### config.mk
export PLATFORM = sky130hd
export DESIGN_NAME = typec_role_and_charger_advert_ctrl
export DESIGN_NICKNAME = d
export VERILOG_FILES = /design/src/common/typec_ctrl_pkg.sv /design/src/hdl/line_scheme_driver.sv /design/src/hdl/typec_role_and_charger_advert_ctrl.sv
export VERILOG_INCLUDE_DIRS = /design/src /design/src/common
export SDC_FILE = /design/constraint.sdc
export NUM_CORES = 1
export LEC_CHECK = 0
export ABC_AREA = 1
export BUFFER_PORTS_ARGS = -buffer_cell sky130_fd_sc_hd__clkbuf_2
export CAP_MARGIN = 0
export CORE_ASPECT_RATIO = 0.9
export CORE_MARGIN = 4
export CORE_UTILIZATION = 40
export CTS_BUF_LIST = sky130_fd_sc_hd__clkbuf_2
export DETAILED_ROUTE_END_ITERATION = 8
export SLEW_MARGIN = 10
export SYNTH_ARGS = -nofsm -noshare
export SYNTH_HDL_FRONTEND = slang
export SYNTH_SLANG_ARGS = --single-unit
### constraint.sdc
create_clock -name sys_clk_i -period 2.19 [get_ports sys_clk_i]
set_clock_uncertainty 0.1 [all_clocks]
set_input_delay 0 -clock sys_clk_i [delete_from_list [all_inputs] [get_ports sys_clk_i]]
set_output_delay 0 -clock sys_clk_i [all_outputs]
set_load 0.005 [all_outputs]
### src/common/typec_ctrl_defines.svh
// Purpose: field values and timing counts for the connector control block
// Assumes: 250 MHz core clock
// Notes:   definitions only
`ifndef TYPEC_CTRL_DEFINES_SVH
`define TYPEC_CTRL_DEFINES_SVH

// core clock period in ps
`define CLK_PERIOD_PS      32'd4000
// dual-role toggle half period in us, and its cycle count
`define DRP_HALF_US        32'd35
`define DRP_HALF_CYC       (`DRP_HALF_US * 32'd1000000 / `CLK_PERIOD_PS)
// scheme change quiet time in ns, all sources released
`define SWITCH_GAP_NS      32'd1000
`define SWITCH_GAP_CYC     ((`SWITCH_GAP_NS * 32'd1000 + `CLK_PERIOD_PS - 32'd1) / `CLK_PERIOD_PS)
// adc code for the 0.6 V level on the positive data line
`define DP_HIGH_CODE       10'h0ba
// strap code boundaries for the wait-for-external-3.3V and safe start-up options
`define STRAP_WAIT_LO      10'h300
`define STRAP_WAIT_HI      10'h3ff
`define STRAP_SAFE_HI      10'h0ff

`endif

### src/common/typec_ctrl_pkg.sv
// Purpose: shared types for the connector control block
// Assumes: nothing
// Notes:   constants live in the defines header
package typec_ctrl_pkg;

  // role requested for the port
  typedef enum logic [1:0] {ROLE_SINK, ROLE_SOURCE, ROLE_DUAL} port_role_t;

  // data line scheme requested by firmware
  typedef enum logic [2:0] {
    SCH_OFF, SCH_CONTACT, SCH_PRIMARY, SCH_SECONDARY,
    SCH_CDP, SCH_DCP, SCH_DIV27, SCH_V12
  } line_scheme_t;

  // start-up behaviour decoded from the strap
  typedef enum logic [1:0] {BOOT_SAFE, BOOT_NORMAL, BOOT_WAIT_EXT} boot_mode_t;

  // analog controls of one config channel pin
  typedef struct packed {
    logic pull_up;
    logic trimmed_sink_pulldown;
    logic deadbatt_sink_pulldown;
    logic swap_signal_pulldown;
  } cc_ctrl_t;

  // analog controls of the data lines
  typedef struct packed {
    logic dplus_contact_source;
    logic dminus_contact_pulldown;
    logic line_voltage_source;
    logic source_on_dminus;
    logic line_current_sink;
    logic line_short_resistor;
    logic divider_both;
    logic v12_on_dminus;
  } line_ctrl_t;

endpackage

### src/hdl/line_scheme_driver.sv
// Purpose: drives the data line analog controls for one scheme at a time
// Assumes: scheme input already gapped by the caller
// Notes:   all controls registered
`timescale 1ns/10ps
`default_nettype none
`include "typec_ctrl_defines.svh"

module line_scheme_driver
(
  // clock and reset
  input  wire logic                        sys_clk_i,
  input  wire logic                        rst_i,
  // scheme and line sense
  input  wire typec_ctrl_pkg::line_scheme_t scheme_i,
  input  wire logic [9:0]                  dplus_code_i,
  // analog controls
  output typec_ctrl_pkg::line_ctrl_t       line_o,
  output logic                             cdp_answer_o
);
  import typec_ctrl_pkg::*;

  logic       dp_high;
  logic       cdp_answer;
  line_ctrl_t next_line;

  assign dp_high = (dplus_code_i >= `DP_HIGH_CODE);

  // one decode, so only one scheme drives at a time
  always_comb
  begin
    next_line = '0;
    case (scheme_i)
      SCH_CONTACT:
      begin
        next_line.dplus_contact_source    = 1'b1;
        next_line.dminus_contact_pulldown = 1'b1;
      end
      SCH_PRIMARY:
      begin
        next_line.line_voltage_source = 1'b1;
        next_line.line_current_sink   = 1'b1;
      end
      SCH_SECONDARY:
      begin
        next_line.line_voltage_source = 1'b1;
        next_line.source_on_dminus    = 1'b1;
        next_line.line_current_sink   = 1'b1;
      end
      SCH_CDP:
      begin
        next_line.line_current_sink   = 1'b1;
        next_line.line_voltage_source = cdp_answer;
        next_line.source_on_dminus    = 1'b1;
      end
      SCH_DCP:   next_line.line_short_resistor = 1'b1;
      SCH_DIV27: next_line.divider_both        = 1'b1;
      SCH_V12:
      begin
        next_line.v12_on_dminus       = 1'b1;
        next_line.line_short_resistor = 1'b1;
      end
      default: next_line = '0;
    endcase
  end

  // cdp answer holds from d+ high until d+ low
  always_ff @(posedge sys_clk_i)
  begin
    if (rst_i || scheme_i != SCH_CDP)
      cdp_answer <= 1'b0;
    else
      cdp_answer <= dp_high;
  end

  // registered line controls
  always_ff @(posedge sys_clk_i)
  begin
    if (rst_i)
      line_o <= '0;
    else
      line_o <= next_line;
  end

  assign cdp_answer_o = cdp_answer;

  // cdp answer follows d+ level
  property p_cdp_follow;
    @(posedge sys_clk_i) disable iff (rst_i)
      (scheme_i == SCH_CDP && $past(scheme_i) == SCH_CDP && dp_high) |=> cdp_answer;
  endproperty
  a_cdp_follow: assert property (p_cdp_follow) else $error("cdp answer missing");

  // contact source and pulldown always together
  property p_contact_pair;
    @(posedge sys_clk_i) disable iff (rst_i)
      line_o.dplus_contact_source == line_o.dminus_contact_pulldown;
  endproperty
  a_contact_pair: assert property (p_contact_pair) else $error("contact pair split");

endmodule
`default_nettype wire

### src/hdl/typec_role_and_charger_advert_ctrl.sv
// Purpose: config channel role control and charger advertisement sequencing
// Assumes: analog comparators and adc codes synchronous to sys_clk_i
// Notes:   no register bus, control and status are plain ports
`timescale 1ns/10ps
`default_nettype none
`include "typec_ctrl_defines.svh"

module typec_role_and_charger_advert_ctrl
(
  // clock and reset
  input  wire logic                         sys_clk_i,
  input  wire logic                         rst_i,
  // role control
  input  wire typec_ctrl_pkg::port_role_t   role_cfg_i,
  input  wire logic                         swap_enable_i,
  input  wire logic                         swap_request_i,
  input  wire logic [1:0]                   cc_below_swap_threshold_i,
  input  wire logic [1:0]                   cc_connected_i,
  input  wire logic                         vbus_present_i,
  // dead battery and strap
  input  wire logic                         deadbatt_i,
  input  wire logic                         deadbatt_release_i,
  input  wire logic [9:0]                   bus_power_strap_code_i,
  input  wire logic                         strap_code_valid_i,
  input  wire logic                         ext_path_fault_i,
  // charger schemes
  input  wire typec_ctrl_pkg::line_scheme_t scheme_req_i,
  input  wire logic                         auto_dcp_i,
  input  wire typec_ctrl_pkg::line_scheme_t auto_detected_i,
  input  wire logic [9:0]                   dplus_code_i,
  // config channel controls
  output typec_ctrl_pkg::cc_ctrl_t          cc1_o,
  output typec_ctrl_pkg::cc_ctrl_t          cc2_o,
  // role status
  output logic                              is_source_o,
  output logic                              swap_detected_o,
  output logic                              attached_o,
  // start-up status
  output typec_ctrl_pkg::boot_mode_t        boot_mode_o,
  output logic                              boot_valid_o,
  output logic                              ext_sink_path_pin_o,
  // data line controls
  output typec_ctrl_pkg::line_ctrl_t        line_o,
  output logic                              adc_sample_req_o,
  output logic                              cdp_answer_o,
  output logic                              discharge_vbus_o,
  output typec_ctrl_pkg::line_scheme_t      active_scheme_o
);
  import typec_ctrl_pkg::*;

  //--------------------------------------------------
  // role control
  //--------------------------------------------------
  logic        source_role;
  logic        drp_phase;
  logic [31:0] drp_cnt;
  logic        drp_tick;
  logic        swap_sent;
  logic        swap_flag;
  logic        deadbatt_rd;
  logic        sink_now;
  logic        swap_rx;
  logic        swap_tx;

  // toggle timer end
  assign drp_tick = (drp_cnt == `DRP_HALF_CYC - 32'd1);
  // swap detect as sink, swap request as source
  assign swap_rx  = !source_role && swap_enable_i && (|(cc_below_swap_threshold_i & cc_connected_i));
  assign swap_tx  = source_role && swap_enable_i && swap_request_i && !swap_sent;
  // sink presentation, dual role phase or inverse of the power role
  assign sink_now = (role_cfg_i == ROLE_DUAL) ? !drp_phase : !source_role;

  // dual role toggle timer
  always_ff @(posedge sys_clk_i)
  begin
    if (rst_i || role_cfg_i != ROLE_DUAL || drp_tick)
      drp_cnt <= 32'd0;
    else
      drp_cnt <= drp_cnt + 32'd1;
  end

  // dual role phase alternates each half period
  always_ff @(posedge sys_clk_i)
  begin
    if (rst_i || role_cfg_i != ROLE_DUAL)
      drp_phase <= 1'b0;
    else if (drp_tick)
      drp_phase <= !drp_phase;
  end

  // power role, swaps move it both ways
  always_ff @(posedge sys_clk_i)
  begin
    if (rst_i)
      source_role <= (role_cfg_i == ROLE_SOURCE); // fixed source starts as source
    else if (role_cfg_i == ROLE_DUAL)
      source_role <= drp_phase;
    else if (swap_rx)
      source_role <= 1'b1;
    else if (swap_sent && !swap_request_i)
      source_role <= 1'b0;
    else if (!swap_enable_i)
      source_role <= (role_cfg_i == ROLE_SOURCE);
  end

  // swap pulldown held while the core requests it
  always_ff @(posedge sys_clk_i)
  begin
    if (rst_i || !swap_enable_i || !source_role)
      swap_sent <= 1'b0;
    else if (swap_tx)
      swap_sent <= 1'b1;
    else if (!swap_request_i)
      swap_sent <= 1'b0;
  end

  // sticky swap flag to the core, set wins over clear
  always_ff @(posedge sys_clk_i)
  begin
    if (rst_i)
      swap_flag <= 1'b0;
    else if (swap_rx)
      swap_flag <= 1'b1;
    else if (!swap_enable_i)
      swap_flag <= 1'b0;
  end

  // dead battery pulldown until firmware hands over
  always_ff @(posedge sys_clk_i)
  begin
    if (rst_i)
      deadbatt_rd <= 1'b1;
    else if (deadbatt_release_i)
      deadbatt_rd <= 1'b0;
    else if (deadbatt_i)
      deadbatt_rd <= 1'b1;
  end

  // config channel pin controls, same for both pins except the swap pulldown, which follows cc_connected_i
  cc_ctrl_t next_cc1;
  cc_ctrl_t next_cc2;
  always_comb
  begin
    next_cc1                        = '0;
    next_cc1.pull_up                = !sink_now;
    next_cc1.deadbatt_sink_pulldown = sink_now && deadbatt_rd;
    next_cc1.trimmed_sink_pulldown  = sink_now && !deadbatt_rd;
    next_cc2                        = next_cc1;
    next_cc1.swap_signal_pulldown   = swap_sent && cc_connected_i[0];
    next_cc2.swap_signal_pulldown   = swap_sent && cc_connected_i[1];
  end

  // registered pin controls and role status
  always_ff @(posedge sys_clk_i)
  begin
    if (rst_i)
    begin
      cc1_o           <= '0;
      cc2_o           <= '0;
      is_source_o     <= 1'b0;
      swap_detected_o <= 1'b0;
      attached_o      <= 1'b0;
    end
    else
    begin
      cc1_o           <= next_cc1;
      cc2_o           <= next_cc2;
      is_source_o     <= source_role;
      swap_detected_o <= swap_flag;
      attached_o      <= !source_role && vbus_present_i;
    end
  end

  //--------------------------------------------------
  // start-up decision
  //--------------------------------------------------
  boot_mode_t next_boot;
  logic       boot_taken;

  // strap code decode
  assign next_boot = (bus_power_strap_code_i >= `STRAP_WAIT_LO) ? BOOT_WAIT_EXT :
                     (bus_power_strap_code_i <= `STRAP_SAFE_HI) ? BOOT_SAFE : BOOT_NORMAL;

  // first valid conversion after reset is kept
  always_ff @(posedge sys_clk_i)
  begin
    if (rst_i)
    begin
      boot_taken  <= 1'b0;
      boot_mode_o <= BOOT_SAFE;
    end
    else if (strap_code_valid_i && !boot_taken)
    begin
      boot_taken  <= 1'b1;
      boot_mode_o <= next_boot;
    end
  end

  // external sink path pin for the wait option
  always_ff @(posedge sys_clk_i)
  begin
    if (rst_i)
      ext_sink_path_pin_o <= 1'b0;
    else
      ext_sink_path_pin_o <= boot_taken && boot_mode_o == BOOT_WAIT_EXT
                             && !source_role && vbus_present_i && !ext_path_fault_i;
  end

  assign boot_valid_o = boot_taken;

  //--------------------------------------------------
  // charger scheme sequencing
  //--------------------------------------------------
  line_scheme_t want_scheme;
  line_scheme_t cur_scheme;
  logic [31:0]  gap_cnt;
  logic         in_gap;
  logic         auto_pick;

  // auto dcp follows the detected scheme among the three
  assign auto_pick   = auto_dcp_i && (auto_detected_i == SCH_DCP ||
                       auto_detected_i == SCH_DIV27 || auto_detected_i == SCH_V12);
  assign want_scheme = auto_dcp_i ? (auto_pick ? auto_detected_i : SCH_DCP)
                                  : scheme_req_i;

  // scheme change passes through an all-off gap
  always_ff @(posedge sys_clk_i)
  begin
    if (rst_i)
    begin
      cur_scheme <= SCH_OFF;
      gap_cnt    <= 32'd0;
      in_gap     <= 1'b0;
    end
    else if (in_gap)
    begin
      gap_cnt <= gap_cnt + 32'd1;
      if (gap_cnt == `SWITCH_GAP_CYC - 32'd1)
      begin
        in_gap     <= 1'b0;
        cur_scheme <= want_scheme;
      end
    end
    else if (want_scheme != cur_scheme)
    begin
      in_gap     <= 1'b1;
      gap_cnt    <= 32'd0;
      cur_scheme <= SCH_OFF;
    end
  end

  // data line driver
  line_scheme_driver u_lines
  (
    .sys_clk_i    (sys_clk_i),
    .rst_i        (rst_i),
    .scheme_i     (in_gap ? SCH_OFF : cur_scheme),
    .dplus_code_i (dplus_code_i),
    .line_o       (line_o),
    .cdp_answer_o (cdp_answer_o)
  );

  // adc sample request in detection phases
  always_ff @(posedge sys_clk_i)
  begin
    if (rst_i)
      adc_sample_req_o <= 1'b0;
    else
      adc_sample_req_o <= !in_gap && (cur_scheme == SCH_PRIMARY
                          || cur_scheme == SCH_SECONDARY);
  end

  assign discharge_vbus_o = 1'b0;
  assign active_scheme_o  = cur_scheme;

  //--------------------------------------------------
  // checks
  //--------------------------------------------------
  property p_swap_turn_source;
    @(posedge sys_clk_i) disable iff (rst_i)
      (swap_rx && role_cfg_i != ROLE_DUAL) |=> ##1 (is_source_o && swap_detected_o);
  endproperty
  a_swap_turn_source: assert property (p_swap_turn_source) else $error("no swap to source");

  property p_swap_pulldown;
    @(posedge sys_clk_i) disable iff (rst_i)
      (swap_tx && cc_connected_i[0] && role_cfg_i != ROLE_DUAL) |=> ##1 cc1_o.swap_signal_pulldown;
  endproperty
  a_swap_pulldown: assert property (p_swap_pulldown) else $error("swap pulldown missing");

  property p_swap_pulldown_cc2;
    @(posedge sys_clk_i) disable iff (rst_i)
      (swap_tx && cc_connected_i[1] && role_cfg_i != ROLE_DUAL)
      |=> ##1 cc2_o.swap_signal_pulldown;
  endproperty
  a_swap_pulldown_cc2: assert property (p_swap_pulldown_cc2) else $error("no cc2 swap pd");

  property p_drp_toggle;
    @(posedge sys_clk_i) disable iff (rst_i)
      (role_cfg_i == ROLE_DUAL && drp_tick) |=> (drp_phase != $past(drp_phase));
  endproperty
  a_drp_toggle: assert property (p_drp_toggle) else $error("dual role did not toggle");

  property p_one_pulldown;
    @(posedge sys_clk_i) disable iff (rst_i)
      !(cc1_o.trimmed_sink_pulldown && cc1_o.deadbatt_sink_pulldown) && !(cc1_o.pull_up
      && (cc1_o.trimmed_sink_pulldown || cc1_o.deadbatt_sink_pulldown));
  endproperty
  a_one_pulldown: assert property (p_one_pulldown) else $error("cc presentation clash");

  property p_handover;
    @(posedge sys_clk_i) disable iff (rst_i)
      (deadbatt_release_i && sink_now) |=> ##1 !cc1_o.deadbatt_sink_pulldown;
  endproperty
  a_handover: assert property (p_handover) else $error("dead battery pulldown kept");

  property p_boot_hold;
    @(posedge sys_clk_i) disable iff (rst_i)
      boot_taken |=> $stable(boot_mode_o);
  endproperty
  a_boot_hold: assert property (p_boot_hold) else $error("start-up mode changed");

  property p_ext_pin;
    @(posedge sys_clk_i) disable iff (rst_i)
      ext_sink_path_pin_o |-> boot_mode_o == BOOT_WAIT_EXT;
  endproperty
  a_ext_pin: assert property (p_ext_pin) else $error("external pin without option");

  property p_gap_quiet;
    @(posedge sys_clk_i) disable iff (rst_i)
      (!in_gap && want_scheme != cur_scheme) |=> ##1 (line_o == '0);
  endproperty
  a_gap_quiet: assert property (p_gap_quiet) else $error("lines not released");

  property p_attach;
    @(posedge sys_clk_i) disable iff (rst_i)
      (!source_role && vbus_present_i) |=> attached_o;
  endproperty
  a_attach: assert property (p_attach) else $error("attach not shown");

endmodule
`default_nettype wire

==> impl_results.md <==
* Ys Warns at 0
* CP Launch Type: flop
* Reg-to-Reg End: swap_flag
* Hold WS at 0.1159 ns
* Min-Delay Path Depth at 4
* Fmax at 482.9 MHz
* Int Pwr at 2.114 mW
* Num CTS Buffers at 9
* Clock share of power at 30.2%
* Fraction of layout cells with a size suffix above 1 at 11.88%
* Worst hold path type: primary input to flop
* Sw Share at 25.53%
* Cells after synthesis at 785
* Flop2flop setup slack at 0.12 ns
* Rows at 38
* Initial Util at 41.05%
* Part of the power in registers at 61.8%
* Fill cells at 1306
* Worst r2r path cells at 5
* Setup CP Type: flop to flop
* DRT antenna net count at 0
* RSZ-0062 raised after global routing: no
* Vias at 5165
* Crit path launch: source_role
* Reg-to-reg critical path startpoint: source_role
* Pins Over Slew Limit at 0
* DRT iter0 DRCs at 320
* P_leak at 2.203 nW
* Final setup fails at 0
* Ports at 71
* Multi-input gate area in the final layout at 2700 µm²
* Final design utilization at 49.35%
* Mean post-synth cell area at 6.340 µm²
* Final worst setup slack at 0.1192 ns
* Clock slew at reported path FFs at 0.25 ns
* CTS tree: built
* Routability congestion estimate at 0.9037
* WP data arrival at 2.53 ns
* Fin crit period at 2.071 ns
* First-pass GRT wire length at 23160 µm
* Mapped Nets at 831
* CTS root buf: clkbuf_2
* Design area at 5983 µm²
* Die area at 14290 µm²
* Sequential cell area at 1893 µm²
* Antenna cells at 0
* Largest net degree at the start of global routing at 33
* Routed WL at 13240 µm
* CORE AREA at 12120 µm²
* HP Start: deadbatt_i
* Setup crit end kind: flop
* Die Y at 113.8 µm
* Hold Vio Cnt, Final at 0
* Final setup TNS at 0 ns
* Skew-Pair Late Insertion Delay at 0.59 ns
* Seq/Total Area, Yosys at 38.01%
* CTS sink cnt at 94
* Avg Vias per Cell at 4.910
* Syn-to-layout area delta at 20.21%
* Period utilisation layout at 94.56%
* CP endpoint: swap_flag
* Power Dens Cells at 474.4 nW/µm²
* CP required at 2.65 ns
* Initial antenna violation count at 0
* Grt ovf at 0
* Max H-tree Level at 3
* Chip width at 125.6 µm
* Combinational fraction of design power at 7.9%
* Gr usage total at 19.60%
* Final layout net count at 933
* Post-detailed-placement half-perimeter wirelength at 9899 µm
* MaxCap Viol Count at 0
* Cell variety after synth at 39
* Post-Place Cell Area at 5433 µm²
* Max IR drop VDD at 0.3935 mV
* Mapped cell area at 4977 µm²
* Critical path fanouts, max at 4
* # port buffers at 60
* Sw power at 724.5 µW
* Status: complete, no violations
* Initial DRT Pass Iterations at 5
* Post-route DRC at 0
* Vias in the first global route at 4995
* DP Worst Slack at 0.3231 ns
* Bufs on Longest Clock Path at 2
* Yosys reg bits at 94
* Mean routed wirelength per cell at 12.59 µm
==> flip-flops by register name, summed over array words and instances, names as in the netlist, 2 cells and up <==
register / flops
active_scheme_o: 3
boot_mode_o: 2
cc2_o: 4
drp_cnt: 32
gap_cnt: 32
u_lines.line_o: 7
==> repair_timing <==
action	in CTS	in global routing
endpoints found under the hold margin	74	0
gates resized for setup	0	5
setup buffers	0	0
hold buffers	43	0
setup endpoints to repair	0	6
==> cell families after synthesis <==
family,Yosys count,synth area share [%]
other,1,0.07534
DFF,94,38.01
and+or+nand+nor,501,42.86
xor gates and xnor gates,8,1.408
adders and majority gates,4,1.006
AOI/OAI and AO/OA,82,8.773
buffers and inverters,95,7.868
==> layout by cell type (no fill, tap or decap), types with 4 or more instances in the layout <==
cell / synthesis / routed
o21ai_0: 13 / 12
clkbuf_2: 0 / 70
ha_1: 4 / 4
or2_2: 7 / 7
a21oi_1: 59 / 58
nor2_2: 4 / 4
buf_4: 6 / 5
nor3_1: 25 / 25
nand3b_1: 5 / 5
dlygate4sd3_1: 0 / 43
nand4_1: 8 / 8
xor2_1: 7 / 7
nand3_1: 65 / 65
inv_1: 75 / 74
nand2_1: 230 / 229
dfxtp_1: 93 / 92
nor2_1: 141 / 141
==> cell usage after synthesis <==
| master | n | area, µm² |
|---|---|---|
| o2111a_1 | 1 | 11.26 |
| dfxtp_1 | 93 | 1862 |
| a22o_1 | 1 | 8.760 |
| or2_0 | 3 | 18.77 |
| nand2_2 | 1 | 6.260 |
| buf_2 | 4 | 20.02 |
| nand2_1 | 230 | 863.3 |
| a21oi_1 | 59 | 295.3 |
| o21ai_0 | 13 | 65.06 |
| nor2_2 | 4 | 25.02 |
| nand3b_1 | 5 | 37.54 |
| o22ai_1 | 2 | 12.51 |
| buf_4 | 6 | 45.04 |
| or2_1 | 1 | 6.260 |
| nor3_1 | 25 | 125.1 |
| edfxtp_1 | 1 | 30.03 |
| nor2_4 | 2 | 22.52 |
| o21a_1 | 1 | 7.510 |
| a31oi_1 | 1 | 6.260 |
| nor2_1 | 141 | 529.3 |
| inv_1 | 75 | 281.5 |
| nor3_4 | 1 | 16.27 |
| nand4_1 | 8 | 50.05 |
| buf_6 | 1 | 11.26 |
| nand3_1 | 65 | 325.3 |
| buf_1 | 1 | 3.750 |
| nand3_2 | 1 | 10.01 |
| inv_2 | 2 | 7.510 |
| xor2_1 | 7 | 61.31 |
| nor3b_1 | 2 | 15.01 |
| nor4_1 | 3 | 18.77 |
| or2_2 | 7 | 43.79 |
| conb_1 | 1 | 3.750 |
| ha_1 | 4 | 50.05 |
| o21bai_1 | 2 | 15.01 |
| o31ai_1 | 2 | 15.01 |
| nor3_2 | 2 | 20.02 |
| clkbuf_1 | 6 | 22.52 |
| xnor2_1 | 1 | 8.760 |
==> layer usage <==
layer / track usage, % / vias up / part of all wire [%]
li1: - / 2701 / -
met1: 26.84 / 2294 / 48
met2: 30.90 / 148 / 43
met3: 4.307 / 22 / 7.1
met4: 6.358 / 0 / 2.0
met5: 0 / - / 0
==> worst max-delay path, cell delays in order (launching register included) <==
cell and delay, ns:
edfxtp_1 0.47, inv_2 0.12, nand3_1 0.09, dlygate4sd3_1 0.60, o21ai_1 0.13, dlygate4sd3_1 0.55
==> power groups by stage <==
| stage | clock network, mW | registers, mW | logic (mW) |
|---|---|---|---|
| 2_1_floorplan | 0 | 1.79 | 0.0935 |
| 3_3_place_gp | 0 | 1.78 | 0.164 |
| 6_report | 0.859 | 1.75 | 0.225 |
| 5_1_grt | 0.987 | 1.76 | 0.253 |
| 3_5_place_dp | 0 | 1.79 | 0.167 |
| 4_1_cts | 0.915 | 1.75 | 0.222 |
==> cell type report <==
cell class              count  area share (%)
well taps                 160           3.346
flip-flops and latches     94           31.64
multi-input cells         596           45.13
inverters                  77           4.831
repair buffers            109           13.17
clock inverters             6           1.046
clock buffers              10          0.8365
==> worst min-delay path by stage <==
stage / slack (ns) / endpoint
after floorplan: -0.02 / ext_sink_path_pin_o
after global placement: 0.07 / ext_sink_path_pin_o
after detailed placement: 0.08 / ext_sink_path_pin_o
after CTS: 0.02 / gap_cnt[0]
after global routing: 0.09 / u_lines.cdp_answer_o
final: 0.12 / deadbatt_rd
==> metrics by stage <==
step	cells	total power [mW]
6_report	1052	2.838
5_1_grt	1052	3.000
3_5_place_dp	993	1.952
4_1_cts	1052	2.892
3_3_place_gp	993	1.949
2_1_floorplan	785	1.879
No activity file was read; power rests on OpenSTA's default activity.
